--- src/include/sxh_defines.vh ---
// Constants for the exclusive and halfword store execute block.
`ifndef SXH_DEFINES_VH
`define SXH_DEFINES_VH

// ****************************************
// Register numbers
// ****************************************
`define SXH_REG_SP 4'hd
`define SXH_REG_PC 4'hf

// ****************************************
// Opcode fields
// ****************************************
`define SXH_OP_STORE_HALFWORD_SHORT 5'h10
`define SXH_OP_EXCL_WORD 12'he84
`define SXH_OP_EXCL_BH 12'he8c
`define SXH_OP_EXCL_BH_LOW 7'h7a
`define SXH_OP_STORE_HALFWORD_LONG 12'hf8a
`define SXH_OP_STORE_HALFWORD_BYTE 12'hf82

// ****************************************
// Instruction kinds
// ****************************************
`define SXH_KIND_EXCL_WORD 2'h0
`define SXH_KIND_EXCL_BYTE 2'h1
`define SXH_KIND_EXCL_HALF 2'h2
`define SXH_KIND_STORE_HALFWORD 2'h3

// ****************************************
// Access sizes in bytes and status values
// ****************************************
`define SXH_SIZE_BYTE 3'h1
`define SXH_SIZE_HALF 3'h2
`define SXH_SIZE_WORD 3'h4
`define SXH_STATUS_PASS 32'h00000000
`define SXH_STATUS_FAIL 32'h00000001

`endif

--- src/rtl/sxh_regfile.v ---
// Sixteen-entry general register file with two registered read ports.
`timescale 1ns/1ns
`default_nettype none

module sxh_regfile (
  input wire clk,
  // Write port
  input wire wr_en,
  input wire [3:0] wr_idx,
  input wire [31:0] wr_data,
  // Read ports
  input wire rd_en,
  input wire [3:0] rd_a_idx,
  input wire [3:0] rd_b_idx,
  output reg [31:0] rd_a_data,
  output reg [31:0] rd_b_data
);

  reg [31:0] mem [0:15];

  always @(posedge clk) begin
    if (wr_en) begin
      mem[wr_idx] <= wr_data;
    end
  end

  always @(posedge clk) begin
    if (rd_en) begin
      rd_a_data <= mem[rd_a_idx];
      rd_b_data <= mem[rd_b_idx];
    end
  end

endmodule

`default_nettype wire

--- src/rtl/sxh_store_exec.v ---
// Decode and execute of exclusive stores and immediate halfword stores.
`timescale 1ns/1ns
`default_nettype none
`include "sxh_defines.vh"

module sxh_store_exec (
  // Clock and reset
  input wire CLOCK,
  input wire SYS_RST,
  // Instruction issue
  input wire INSTR_VALID,
  input wire INSTR_WIDE,
  input wire [31:0] INSTR,
  input wire MAIN_EXT,
  output wire BUSY,
  // Register preload
  input wire LOAD_EN,
  input wire [3:0] LOAD_IDX,
  input wire [31:0] LOAD_DATA,
  // Stack limit
  input wire [31:0] SP_LIMIT,
  // Exclusive monitor
  output wire MON_REQ,
  output reg [31:0] MON_ADDR,
  output reg [2:0] MON_SIZE,
  input wire MON_ACK,
  input wire MON_PASS,
  // Memory write
  output wire MEM_REQ,
  output reg [31:0] MEM_ADDR,
  output reg [31:0] MEM_DATA,
  output reg [2:0] MEM_SIZE,
  input wire MEM_ACK,
  // Register writeback
  output reg WB_EN,
  output reg [3:0] WB_IDX,
  output reg [31:0] WB_DATA,
  // Outcome pulses
  output reg DONE,
  output reg UNDEF,
  output reg REDIRECT_UNPRIV,
  output reg NOT_MINE,
  output reg SP_FAULT
);

  // ****************************************
  // States
  // ****************************************
  localparam [4:0] ST_IDLE = 5'h01;
  localparam [4:0] ST_READ = 5'h02;
  localparam [4:0] ST_MON = 5'h04;
  localparam [4:0] ST_MEM = 5'h08;
  localparam [4:0] ST_WB = 5'h10;

  reg [4:0] state, next_state;

  // ****************************************
  // Decode helpers
  // ****************************************
  function is_sp_pc;
    input [3:0] r;
    begin
      is_sp_pc = (r == `SXH_REG_SP) || (r == `SXH_REG_PC);
    end
  endfunction

  function is_pc;
    input [3:0] r;
    begin
      is_pc = (r == `SXH_REG_PC);
    end
  endfunction

  // ****************************************
  // Combinational decode
  // ****************************************
  wire [15:0] hw1 = INSTR[31:16];
  wire [15:0] hw2 = INSTR[15:0];
  wire bit_p = hw2[10];
  wire bit_u = hw2[9];
  wire bit_w = hw2[8];

  reg [1:0] next_kind;
  reg [3:0] next_n, next_t, next_d;
  reg [11:0] next_imm;
  reg next_index, next_add, next_wback;
  reg dec_match, dec_redirect, dec_undef;

  always @* begin
    next_kind = `SXH_KIND_STORE_HALFWORD;
    next_n = 4'h0;
    next_t = 4'h0;
    next_d = 4'h0;
    next_imm = 12'h000;
    next_index = 1'b1;
    next_add = 1'b1;
    next_wback = 1'b0;
    dec_match = 1'b0;
    dec_redirect = 1'b0;
    dec_undef = 1'b0;
    if (!INSTR_WIDE) begin
      if (hw2[15:11] == `SXH_OP_STORE_HALFWORD_SHORT) begin
        dec_match = 1'b1;
        next_imm = {6'h00, hw2[10:6], 1'b0};
        next_n = {1'b0, hw2[5:3]};
        next_t = {1'b0, hw2[2:0]};
      end
    end else begin
      next_n = hw1[3:0];
      next_t = hw2[15:12];
      case (hw1[15:4])
        `SXH_OP_EXCL_WORD: begin
          next_kind = `SXH_KIND_EXCL_WORD;
          next_d = hw2[11:8];
          next_imm = {2'b00, hw2[7:0], 2'b00};
          dec_match = !is_pc(next_t);
          dec_undef = is_sp_pc(next_d) || (next_t == `SXH_REG_SP) || is_pc(next_n) ||
                      (next_d == next_n) || (next_d == next_t);
        end
        `SXH_OP_EXCL_BH: begin
          next_kind = hw2[4] ? `SXH_KIND_EXCL_HALF : `SXH_KIND_EXCL_BYTE;
          next_d = hw2[3:0];
          dec_match = (hw2[11:5] == `SXH_OP_EXCL_BH_LOW);
          dec_undef = is_sp_pc(next_d) || is_sp_pc(next_t) || is_pc(next_n) ||
                      (next_d == next_t) || (next_d == next_n);
        end
        `SXH_OP_STORE_HALFWORD_LONG: begin
          dec_match = 1'b1;
          next_imm = hw2[11:0];
          dec_undef = is_pc(next_n) || !MAIN_EXT || is_sp_pc(next_t);
        end
        `SXH_OP_STORE_HALFWORD_BYTE: begin
          dec_match = hw2[11];
          next_imm = {4'h0, hw2[7:0]};
          next_index = bit_p;
          next_add = bit_u;
          next_wback = bit_w;
          if (bit_p && bit_u && !bit_w) begin
            dec_redirect = 1'b1;
          end else begin
            dec_undef = is_pc(next_n) || (!bit_p && !bit_w) ||
                        !MAIN_EXT || is_sp_pc(next_t) ||
                        (bit_w && (next_n == next_t));
          end
        end
        default: dec_match = 1'b0;
      endcase
    end
  end

  wire accept = state[0] && INSTR_VALID;
  wire go = accept && dec_match && !dec_redirect && !dec_undef;

  // ****************************************
  // Latched instruction
  // ****************************************
  reg [1:0] kind;
  reg [3:0] reg_n, reg_d;
  reg [11:0] imm;
  reg index, add, wback;
  reg [31:0] offset_addr;

  always @(posedge CLOCK) begin
    if (SYS_RST) begin
      kind <= `SXH_KIND_STORE_HALFWORD;
      reg_n <= 4'h0;
      reg_d <= 4'h0;
      imm <= 12'h000;
      index <= 1'b1;
      add <= 1'b1;
      wback <= 1'b0;
    end else if (go) begin
      kind <= next_kind;
      reg_n <= next_n;
      reg_d <= next_d;
      imm <= next_imm;
      index <= next_index;
      add <= next_add;
      wback <= next_wback;
    end
  end

  // ****************************************
  // Register file
  // ****************************************
  wire [31:0] base_val, src_val;
  reg rf_wr_en;
  reg [3:0] rf_wr_idx;
  reg [31:0] rf_wr_data;

  // The preload port only wins while no instruction is in flight.
  always @* begin
    rf_wr_en = WB_EN;
    rf_wr_idx = WB_IDX;
    rf_wr_data = WB_DATA;
    if (!WB_EN && LOAD_EN && state[0]) begin
      rf_wr_en = 1'b1;
      rf_wr_idx = LOAD_IDX;
      rf_wr_data = LOAD_DATA;
    end
  end

  sxh_regfile u_regfile (
    .clk(CLOCK),
    .wr_en(rf_wr_en),
    .wr_idx(rf_wr_idx),
    .wr_data(rf_wr_data),
    .rd_en(go),
    .rd_a_idx(next_n),
    .rd_b_idx(next_t),
    .rd_a_data(base_val),
    .rd_b_data(src_val)
  );

  // ****************************************
  // Address and limit
  // ****************************************
  wire is_excl = (kind != `SXH_KIND_STORE_HALFWORD);
  wire [31:0] imm32 = {20'h00000, imm};
  wire [31:0] calc_offset = add ? base_val + imm32 : base_val - imm32;
  wire [31:0] calc_addr = index ? calc_offset : base_val;
  wire apply_limit = (reg_n == `SXH_REG_SP) && wback;
  wire limit_ok = !apply_limit || (calc_offset >= SP_LIMIT);

  reg [2:0] size_sel;
  reg [31:0] data_sel;

  always @* begin
    size_sel = `SXH_SIZE_HALF;
    data_sel = {16'h0000, src_val[15:0]};
    case (kind)
      `SXH_KIND_EXCL_WORD: begin
        size_sel = `SXH_SIZE_WORD;
        data_sel = src_val;
      end
      `SXH_KIND_EXCL_BYTE: begin
        size_sel = `SXH_SIZE_BYTE;
        data_sel = {24'h000000, src_val[7:0]};
      end
      default: size_sel = `SXH_SIZE_HALF;
    endcase
  end

  // ****************************************
  // Sequencer
  // ****************************************
  assign BUSY = !state[0];
  assign MON_REQ = state[2];
  assign MEM_REQ = state[3];

  always @* begin
    next_state = state;
    case (state)
      ST_IDLE: next_state = go ? ST_READ : ST_IDLE;
      ST_READ: next_state = is_excl ? ST_MON : (limit_ok ? ST_MEM : ST_IDLE);
      ST_MON: next_state = MON_ACK ? (MON_PASS ? ST_MEM : ST_WB) : ST_MON;
      ST_MEM: next_state = MEM_ACK ? ((is_excl || wback) ? ST_WB : ST_IDLE) : ST_MEM;
      ST_WB: next_state = ST_IDLE;
      default: next_state = ST_IDLE;
    endcase
  end

  always @(posedge CLOCK) begin
    if (SYS_RST) begin
      state <= ST_IDLE;
    end else begin
      state <= next_state;
    end
  end

  // ****************************************
  // Data path registers
  // ****************************************
  always @(posedge CLOCK) begin
    if (SYS_RST) begin
      MON_ADDR <= 32'h00000000;
      MON_SIZE <= `SXH_SIZE_WORD;
      MEM_ADDR <= 32'h00000000;
      MEM_DATA <= 32'h00000000;
      MEM_SIZE <= `SXH_SIZE_WORD;
      offset_addr <= 32'h00000000;
    end else if (state[1]) begin
      MON_ADDR <= calc_addr;
      MON_SIZE <= size_sel;
      MEM_ADDR <= calc_addr;
      MEM_DATA <= data_sel;
      MEM_SIZE <= size_sel;
      offset_addr <= calc_offset;
    end
  end

  // Writeback is held one cycle so the regfile and the port agree.
  always @(posedge CLOCK) begin
    if (SYS_RST) begin
      WB_EN <= 1'b0;
      WB_IDX <= 4'h0;
      WB_DATA <= 32'h00000000;
    end else begin
      WB_EN <= 1'b0;
      if (state[2] && MON_ACK && !MON_PASS) begin
        WB_EN <= 1'b1;
        WB_IDX <= reg_d;
        WB_DATA <= `SXH_STATUS_FAIL;
      end else if (state[3] && MEM_ACK && is_excl) begin
        WB_EN <= 1'b1;
        WB_IDX <= reg_d;
        WB_DATA <= `SXH_STATUS_PASS;
      end else if (state[3] && MEM_ACK && wback) begin
        WB_EN <= 1'b1;
        WB_IDX <= reg_n;
        WB_DATA <= offset_addr;
      end
    end
  end

  // ****************************************
  // Outcome pulses
  // ****************************************
  always @(posedge CLOCK) begin
    if (SYS_RST) begin
      DONE <= 1'b0;
      UNDEF <= 1'b0;
      REDIRECT_UNPRIV <= 1'b0;
      NOT_MINE <= 1'b0;
      SP_FAULT <= 1'b0;
    end else begin
      DONE <= (state[4]) || (state[3] && MEM_ACK && !is_excl && !wback) ||
              (state[1] && !is_excl && !limit_ok);
      UNDEF <= accept && dec_match && !dec_redirect && dec_undef;
      REDIRECT_UNPRIV <= accept && dec_match && dec_redirect;
      NOT_MINE <= accept && !dec_match;
      SP_FAULT <= state[1] && !is_excl && !limit_ok;
    end
  end

endmodule

`default_nettype wire

--- config.mk ---
export PLATFORM = sky130hd
export DESIGN_NAME = sxh_store_exec
export DESIGN_NICKNAME = d
export VERILOG_FILES = /design/src/rtl/sxh_regfile.v /design/src/rtl/sxh_store_exec.v
export VERILOG_INCLUDE_DIRS = /design/src /design/src/include
export SDC_FILE = /design/constraint.sdc
export NUM_CORES = 1
export LEC_CHECK = 0
export BUFFER_PORTS_ARGS = -buffer_cell sky130_fd_sc_hd__clkbuf_2
export CAP_MARGIN = 25
export CORE_MARGIN = 2
export CORE_UTILIZATION = 55
export CTS_BUF_LIST = sky130_fd_sc_hd__clkbuf_2
export DETAILED_ROUTE_END_ITERATION = 12
export GPL_TIMING_DRIVEN = 0
export PLACE_DENSITY_LB_ADDON = 0.08
export SLEW_MARGIN = 10
export SYNTH_ARGS = -nofsm -noshare
export SYNTH_HDL_FRONTEND = slang
export SYNTH_HIERARCHICAL = 1
export SYNTH_SLANG_ARGS = --single-unit
--- constraint.sdc ---
create_clock -name CLOCK -period 6.4 [get_ports CLOCK]
set_input_delay 0.64 -clock CLOCK [delete_from_list [all_inputs] [get_ports CLOCK]]
set_output_delay 0.64 -clock CLOCK [all_outputs]
set_load 0.005 [all_outputs]
==> results.cfg <==
[die]
fp-row-count = 93
die_y_um = 257.8
initial_core_util_pct = 55.27
fp.dieArea_sq_um = 66470
core_area_sq_um = 64120
die_w_um = 257.8
pin_count = 256

[clock_tree]
clock-root-buffer = clkbuf_2
clockBufferDepth = 3
tritoncts = built
clock_sinks = 747
clk_latency_ns = 1.40
clk_pin_slew_ns = 0.11
cts.htree.levels = 4
numCtsBuffers = 185

[logic_synthesis]
synthDistinctLibCells = 74
synth_top_area_share_pct = 48.81
yosysSeqAreaShare_pct = 58.47
syn_avg_cell_area_sq_um = 14.58
yosysWarningCount = 6
netlist_instances = 2431
synth_flop_cell = edfxtp_1
ys_seq_elements = 747
synth_nets = 2606
async_flop_share_pct = 0
synth_commonest_cells = edfxtp_1 (576), mux4_2 (256), nand2_1 (193)
synth_edf_count = 576
netlist_area_sq_um = 35430
synthMostInstantiatedCell = edfxtp_1
synth_area_leader_cell = edfxtp_1
synth_area_leaders = edfxtp_1 (49%), mux4_2 (16%), dfxtp_1 (9.7%)

[grt]
grt_max_degree = 50
overflow = 0
grtUsageMet3_pct = 9.335
grt_first_pass_wirelength_mm = 166.1
grtUsageMet1_pct = 46.59
grt.total_usage_pct = 34.89
busiest_layer = met2
antenna_found_initial = 6
grt_util_met2_pct = 55.54
grt_pass1_vias = 25769

[drt]
vias = 25620
drt_iter0_drc = 3223
drc = 0
routedWlPerCell_um = 28.81
ant_nets = 0
drt_first_pass_iters = 6
routed_wl_mm = 115.5
routed_via_density = 6.392

[worst_setup_path]
cp.arrival_ns = 7.50
end_kind = flip-flop
crit_fanout = 6
crit_path_top_delay_cell = or3b_2
worst_ep_required_time_ns = 7.71
crit_type = flip-flop to flip-flop
startpoint_type = flip-flop
max_stage_delay_ns = 0.48
critPathTopFamily = simple AND/OR/NAND/NOR gates
path_buf_inv = 3

[timing]
hold_violations = 0
tns_ns = 0
worst_slew_pin_slew_ns = 1.130
fin_ws_ns = 0.2101
setup_violations = 0
drv_slew = 0
hold_slack_ns = 0.1790
skew_ns = 0.1257
period_minus_slack_ns = 6.190
relSlewSlack_pct = 24.66
max_freq_ghz = 0.1616
fin_crit_sh_pct = 96.72

[flow_run]
max_cap_violations = 0

[cells_and_area]
final_util_pct = 64.41
final-seq-area_sq_um = 20720
multi_input_area_sq_um = 13670
design_area_sq_um = 41300
area_growth_pct = 16.55
drive_above_1_share_pct = 31.94
nFillCells = 4880
fin_nets = 3168

[placed_design]
gp_congestion = 0.9154
dpl_cell_area_sq_um = 38450
place_ws_ns = -1.325
port_buffers = 239
dpl.hpwl_mm = 82.50

[pwr]
power_leakage_nw = 15.15
irDropWorstVdd_uv = 171.4
p_per_area_nw_per_um2 = 229.3

[run_status]
status = complete, no violations

[min_path]
hold_class = input pin to flip-flop
## through the flow
step	total power, mW	cells
after floorplan	5.907	2431
after global placement	6.194	3525
after detailed placement	6.227	3565
after CTS	9.514	4000
after global routing	9.843	4006
final	9.472	4008
## kinds of logic (layout without fill, tap and decap cells)
group                    after synthesis  count (layout)  synth area share [%]
flip-flops                           747             747                 58.47
AND/OR/NAND/NOR                      488             488                 6.243
AO/OA/AOI/OAI                        444             444                 8.595
multiplexers                         360             360                 19.34
buffers and inverters                269             985                 3.584
adder cells (fa/ha/maj)               66              66                 2.352
XOR/XNOR                              57              57                 1.409
other                                  0               6                     0
## state kept, by name (all words and copies together), names as in the netlist, 2 cells and up
register,count
u_regfile/mem,512
MEM_ADDR,32
MEM_DATA,32
WB_DATA,32
offset_addr,32
u_regfile/rd_a_data,32
u_regfile/rd_b_data,32
imm,12
state,5
WB_IDX,4
reg_d,4
reg_n,4
MEM_SIZE,3
kind,2
## layout by cell type (no fill, tap or decap), drive strengths merged, types with 6 or more instances in the layout
cell | Yosys | routed
nor2 | 148 | 148
mux2 | 38 | 38
a22oi | 152 | 152
xor2 | 28 | 28
nand3 | 22 | 22
ha | 65 | 65
buf | 114 | 159
or3 | 7 | 7
o22ai | 6 | 6
nor2b | 17 | 17
nand2 | 193 | 193
nand4 | 19 | 19
clkinv | 0 | 50
and3 | 8 | 8
edfxtp | 576 | 576
o21ai | 26 | 26
nand3b | 7 | 7
mux4 | 256 | 256
a311oi | 6 | 6
diode | 0 | 6
nand2b | 7 | 7
or3b | 6 | 6
dlygate4sd3 | 0 | 91
clkbuf | 96 | 614
a22o | 8 | 8
and2 | 10 | 10
a211oi | 34 | 34
inv | 59 | 66
nor4 | 8 | 8
nor3 | 25 | 25
xnor2 | 29 | 29
a31oi | 14 | 14
a21oi | 115 | 115
a21o | 33 | 33
dfxtp | 171 | 171
mux2i | 66 | 66
## tightest hold or removal path: cells and delay by family
family          cells  cell delay (ns)
compound gates      4             0.61
fa+ha+maj           1             0.13
buf+inv             2             0.13
## cell type report
cell class	count	share of cell area, %
Antenna cell	6	0.03635
Buffer	210	2.539
Clock buffer	279	3.381
Clock inverter	62	0.9119
Inverter	59	0.5423
Multi-Input combinational cell	1415	33.09
Sequential cell	747	50.17
Tap cell	855	2.590
Timing Repair Buffer	375	6.741
## what timing repair did
action                     in CTS  in global routing
setup buffers                   3                  1
resized for setup               8                 10
hold endpoints to repair      616                  0
setup endpoints to repair       4                  4
pin swaps                       2                  6
hold buffers                   91                  0
cloned                          0                  0
## routing by layer
| layer | wire length (um) | up-vias |
|---|---|---|
| li1 | - | 10830 |
| met1 | 43700 | 12972 |
| met2 | 55010 | 1567 |
| met3 | 13120 | 247 |
| met4 | 3603 | 4 |
| met5 | 23 | - |
## where the power goes
group	switching (mW)	internal, mW
Clock	1.99	1.31
Combinational	0.521	0.356
Sequential	0.0196	5.27
Total	2.53	6.94
## path summary, 6_finish.rpt
check | start | endpoint | slack (ns) | cells past startpoint
worst max-delay path | imm[4] | SP_FAULT | 0.21 | 25
worst min register to register | offset_addr[14] | WB_DATA[14] | 0.39 | 2
worst max register to register | imm[4] | SP_FAULT | 0.21 | 25
worst min-delay path | SP_LIMIT[15] | DONE | 0.18 | 7
(Power assumes the default switching activity.)
